File: src/hdl/dma_irq_enable_mask_pkg.sv
// package: register map, field positions and reset values of the dma interrupt enable mask
package dma_irq_enable_mask_pkg;
    localparam int          NUM_CHAN          = 4;
    localparam int          REG_ADDR_W        = 4;
    localparam int          DATA_W            = 32;
    // byte addresses of the word registers
    localparam logic [3:0]  OFFS_IRQ_ENABLE   = 4'h0;
    localparam logic [3:0]  OFFS_IRQ_STATUS   = 4'h4;
    localparam logic [3:0]  OFFS_IRQ_MASK     = 4'h8;
    localparam logic [3:0]  OFFS_EVENT_RAW    = 4'hC;
    // field positions: finish enable at 2*ch, fault enable at 2*ch+1
    localparam int          POS_CHAN0_FINISH  = 0;
    localparam int          POS_CHAN0_FAULT   = 1;
    localparam int          POS_CHAN1_FINISH  = 2;
    localparam int          POS_CHAN1_FAULT   = 3;
    localparam int          POS_CHAN2_FINISH  = 4;
    localparam int          POS_CHAN2_FAULT   = 5;
    localparam int          POS_CHAN3_FINISH  = 6;
    localparam int          POS_CHAN3_FAULT   = 7;
    localparam int          FIELD_W           = 8;
    localparam logic [7:0]  RST_IRQ_ENABLE    = 8'h00;
    localparam logic [7:0]  RST_IRQ_STATUS    = 8'h00;
    localparam logic [7:0]  RST_IRQ_MASK      = 8'h00;
    localparam logic [31:0] READ_UNMAPPED     = 32'h0000_0000;
endpackage : dma_irq_enable_mask_pkg

File: src/hdl/dma_irq_enable_mask.sv
// dma channel interrupt enable mask with sticky status and a level interrupt output
// Contract
// - the channel 3 fault interrupt enable is read-write at bit 7, one enables, reset zero.
// - the channel 3 finish interrupt enable is read-write at bit 6, one enables, reset zero.
// - the channel 2 fault interrupt enable is read-write at bit 5, one enables, reset zero.
// - the channel 2 finish interrupt enable is read-write at bit 4, one enables, reset zero.
// - the channel 1 fault interrupt enable is read-write at bit 3, one enables, reset zero.
// - the channel 1 finish interrupt enable is read-write at bit 2, one enables, reset zero.
// - the channel 0 fault interrupt enable is read-write at bit 1, one enables, reset zero.
//
// Decided for this implementation: the address-and-strobe port and the address map.
`timescale 1ns/1ps
module dma_irq_enable_mask
    import dma_irq_enable_mask_pkg::*;
#(
    parameter int N_CHAN = dma_irq_enable_mask_pkg::NUM_CHAN
) (
    // clock and reset
    input  wire logic                                        clk_sys_i,
    input  wire logic                                        rstn_i,
    // register port
    input  wire logic [dma_irq_enable_mask_pkg::REG_ADDR_W-1:0] reg_addr_i,
    input  wire logic [dma_irq_enable_mask_pkg::DATA_W-1:0]  reg_wdata_i,
    input  wire logic                                        reg_wr_i,
    input  wire logic                                        reg_rd_i,
    output logic      [dma_irq_enable_mask_pkg::DATA_W-1:0]  reg_rdata_o,
    // raw channel events from the dma unit, one-cycle pulses
    input  wire logic [N_CHAN-1:0]                           chan_finish_i,
    input  wire logic [N_CHAN-1:0]                           chan_fault_i,
    // gated events and interrupt
    output logic      [2*N_CHAN-1:0]                         chan_irq_req_o,
    output logic                                             irq_o
);
    import dma_irq_enable_mask_pkg::*;

    localparam int W = 2 * N_CHAN;

    logic [W-1:0]      enable_q;
    logic [W-1:0]      enable_d;
    logic [W-1:0]      status_q;
    logic [W-1:0]      status_d;
    logic [W-1:0]      mask_q;
    logic [W-1:0]      mask_d;
    logic [W-1:0]      raw_evt;
    logic [W-1:0]      gated_evt;
    logic [W-1:0]      req_q;
    logic [W-1:0]      req_d;
    logic              irq_q;
    logic              irq_d;
    logic [DATA_W-1:0] rdata_q;
    logic [DATA_W-1:0] rdata_d;

    // interleave events so each lands on the same bit as its enable
    genvar g;
    generate
        for (g = 0; g < N_CHAN; g++) begin : g_chan
            assign raw_evt[2*g]   = chan_finish_i[g];
            assign raw_evt[2*g+1] = chan_fault_i[g];
        end
    endgenerate

    // disabled events are dropped here, never latched for later
    assign gated_evt = raw_evt & enable_q;

    always_comb begin
        enable_d = enable_q;
        mask_d   = mask_q;
        status_d = status_q;
        if (reg_wr_i && reg_addr_i == OFFS_IRQ_ENABLE) begin
            enable_d = reg_wdata_i[W-1:0];
        end
        if (reg_wr_i && reg_addr_i == OFFS_IRQ_MASK) begin
            mask_d = reg_wdata_i[W-1:0];
        end
        // read clears, but an event in the same cycle still sets
        if (reg_rd_i && reg_addr_i == OFFS_IRQ_STATUS) begin
            status_d = '0;
        end
        status_d = status_d | gated_evt;
    end

    always_comb begin
        req_d   = gated_evt;
        irq_d   = |(status_d & mask_d);
        rdata_d = READ_UNMAPPED;
        if (reg_rd_i) begin
            unique case (reg_addr_i)
                OFFS_IRQ_ENABLE: rdata_d[W-1:0] = enable_q;
                OFFS_IRQ_STATUS: rdata_d[W-1:0] = status_q;
                OFFS_IRQ_MASK:   rdata_d[W-1:0] = mask_q;
                OFFS_EVENT_RAW:  rdata_d[W-1:0] = raw_evt;
                default:         rdata_d        = READ_UNMAPPED;
            endcase
        end
    end

    always_ff @(posedge clk_sys_i or negedge rstn_i) begin
        if (!rstn_i) begin
            enable_q <= '0;
            status_q <= '0;
            mask_q   <= '0;
            req_q    <= '0;
            irq_q    <= 1'b0;
            rdata_q  <= '0;
        end else begin
            enable_q <= enable_d;
            status_q <= status_d;
            mask_q   <= mask_d;
            req_q    <= req_d;
            irq_q    <= irq_d;
            rdata_q  <= rdata_d;
        end
    end

    assign reg_rdata_o    = rdata_q;
    assign chan_irq_req_o = req_q;
    assign irq_o          = irq_q;

endmodule : dma_irq_enable_mask

File: config.mk
export PLATFORM = sky130hd
export DESIGN_NAME = dma_irq_enable_mask
export DESIGN_NICKNAME = d
export VERILOG_FILES = /design/src/hdl/dma_irq_enable_mask_pkg.sv /design/src/hdl/dma_irq_enable_mask.sv
export SDC_FILE = /design/constraint.sdc
export NUM_CORES = 1
export LEC_CHECK = 0
export ABC_AREA = 1
export BUFFER_PORTS_ARGS = -buffer_cell sky130_fd_sc_hd__buf_4
export CORE_MARGIN = 2
export CORE_UTILIZATION = 40
export DETAILED_ROUTE_END_ITERATION = 6
export PLACE_DENSITY = 0.69
export SETUP_SLACK_MARGIN = 0.4
export SLEW_MARGIN = 20
export SYNTH_ARGS = -nofsm -noshare
export SYNTH_HDL_FRONTEND = slang
export SYNTH_SLANG_ARGS = --single-unit
File: constraint.sdc
create_clock -name clk_sys_i -period 1.3 [get_ports clk_sys_i]
set_input_delay 0 -clock clk_sys_i [delete_from_list [all_inputs] [get_ports clk_sys_i]]
set_output_delay 0 -clock clk_sys_i [all_outputs]
set_load 0.005 [all_outputs]
==> impl_results.md <==
* Period utilization at 0.754
* GRT Total Usage at 0.162
* Worst Hold Depth at 3
* Via count at between 1500 and 2000
* Antenna Cells at 0
* Netlist cell types at 19
* Met1 layer usage reported by global route at 0.183
* Vias in the first global route at 1565
* Starting density of the core at 0.411
* Cells after synthesis at 204
* Final hold vios at 14
* Wire length per cell at around 14 um
* Sink Count at between 40 and 50
* Worst min-delay path startpoint: chan_finish_i[2]
* Seq/Total Area, Yosys at 0.492
* Worst-path maximum fanout at 2
* Post-Route WL at 4720 um
* Met3 GRT Util at 0.0438
* Pwr/cell area at between 1000 and 1500 nW/um2
* Clock Latency Late Sink at slightly below 0.3 ns
* Nets@finish at 322
* Reg-to-Reg Start: enable_q[3]
* Grt ovf at 0
* Dpl hpwl at just over 3000 um
* Share of cells above drive strength 1 at 0.369
* Layout Skew at between 0.004 and 0.005 ns
* Most Crowded Layer GR: met2
* Drt first pass iters at 4
* Clk Tree Root Cell: clkbuf_8
* First-pass GRT wire length at 7280 um
* Ports at 89
* Leakage at around 1.4 nW
* Final Max Tran Viols at 0
* Die width at 76.2 um
* Synth warnings at 0
* Data arrival time of the critical path at 1.15 ns
* H-tree Lvls at 2
* Most frequent cells in the layout: buf_4 (60), nand2_1 (49), dfrtp_1 (41), conb_1 (24)
* Register-to-register setup slack at about 0.32 ns
* Buffers on Ports at 40
* RD Place Congestion at just over 0.8
* Failing checks: negative hold slack
* Routed Antenna Nets at 0
* Achievable Freq at a little over 1000 MHz
* Post-synthesis register bit count at a little over 40
* CTS Buf Count at 5
* Critical path class: reg -> reg
* GR Util met2 at 0.276
* Setup TNS Final at 0 ns
* Full die area at between 5000 and 6000 um2
* DRC errors left at 0
* Largest net degree at the start of global routing at 42
* Post-layout min period at slightly below 1 ns
* Hold-fix buffers, CTS at 9
* Mean area per synthesized cell at around 10 um2
* Slew Limit Headroom at 0.658
* Netlist Area Pre-Place at roughly 2100 um2
* R2R depth at 3
* CTS tree: built
* Initial drt markers at about 190
* RSZ-0062 raised after global routing: yes
* Crit end category: flop
* Leading cell type in the layout, fill and taps excluded: buf_4
* Total Power at roughly 0.0032 W
* Hold Path Class: in -> reg
* Initial antenna violation count at 0
* Max-cap check violation count at 0
* Core Box Area at between 5000 and 6000 um2
* Startpoint Class: flop
* Tightest Pin Transition at between 0.5 and 0.6 ns
* Area Growth Syn to Fin at 29.6%
* FP Rows at 26
* Clock-pin slew on the worst setup and hold paths at 0.08 ns
* Via-to-Cell Ratio at about 4.8
* Worst vdd ir at 0.000426 V
* Final hold slack at -0.0696 ns
* Worst R2R End: enable_q[3]
* Req. time, crit path at around 1.5 ns
* Endpoints failing setup at 0
* Clock buffer depth at 2
* Die Y at approximately 76 um
* Crit path launch: enable_q[3]
* Outcome: complete, but fails checks
* Hold Crit Endpoint: chan_irq_req_o[4]
[area by class of cell]
type	instances	area [um2]
Multi-Input combinational cell	143	887
Timing Repair Buffer	71	563
Clock buffer	6	82.6
Clock inverter	1	7.51
Sequential cell	41	1030
Inverter	12	50.0
Fill cell	477	2370
Tap cell	70	87.6
[per-layer routing]
layer	vias up	share of wire
li1	775	-
met1	810	0.40
met2	59	0.52
met3	16	0.059
met4	0	0.027
met5	-	0
[state kept, by name (all words and copies together) (netlist names)]
register and flops:
chan_irq_req_o 8, enable_q 8, irq_o 1, mask_q 8, reg_rdata_o 8, status_q 8
[worst max-delay path by stage]
stage          slack (ns)          end  depth (start not counted)
6_report             0.32  enable_q[3]                          3
2_1_floorplan        0.40  enable_q[0]                          6
5_1_grt              0.27        irq_o                          6
3_3_place_gp         0.15  enable_q[1]                          7
3_5_place_dp         0.12  enable_q[6]                          7
4_1_cts              0.35        irq_o                          6
[critical path: stages (launching register included)]
cell	delay, ns
dfrtp_1	0.40
buf_6	0.12
buf_6	0.10
mux2_4	0.24
[report_power, final]
part           switching (W)  internal [W]  total, W
logic               0.000397      0.000440  0.000837
registers          0.0000978       0.00147   0.00157
clock network       0.000420      0.000420  0.000839
[cell usage after synthesis (all sizes together)]
cell / instances / area (um2)
buf: 31 / 246
mux2: 8 / 120
nand4: 16 / 100
nand3: 18 / 115
inv: 12 / 50.1
conb: 1 / 3.75
nand2: 63 / 260
nor2: 6 / 78.8
a41oi: 8 / 85.1
dfrtp: 41 / 1030
[stage by stage]
stage / cells / setup slack, ns / instance area (um2) / util
after CTS: 339 / 0.350 / 2620 / 0.517
after global routing: 344 / 0.269 / 2700 / 0.533
final: 344 / 0.320 / 2700 / 0.533
after global placement: 313 / 0.147 / 2370 / 0.466
after detailed placement: 313 / 0.125 / 2370 / 0.466
after floorplan: 227 / 0.403 / 2180 / -
[what timing repair did]
item | CTS | global route
setup buffers | 10 | 5
setup endpoints to repair | 1 | 6
resized for setup | 0 | 15
pin swaps | 6 | 11
hold endpoints to repair | 63 | 16
[cell families after synthesis]
kind of cell | count (synthesis) | synth area share
DFF | 41 | 0.492
other | 1 | 0.00180
and+or+nand+nor | 103 | 0.266
AOI/OAI and AO/OA | 8 | 0.0408
buffers and inverters | 43 | 0.142
muxes | 8 | 0.0576
No activity file was read; power rests on OpenSTA's default activity.
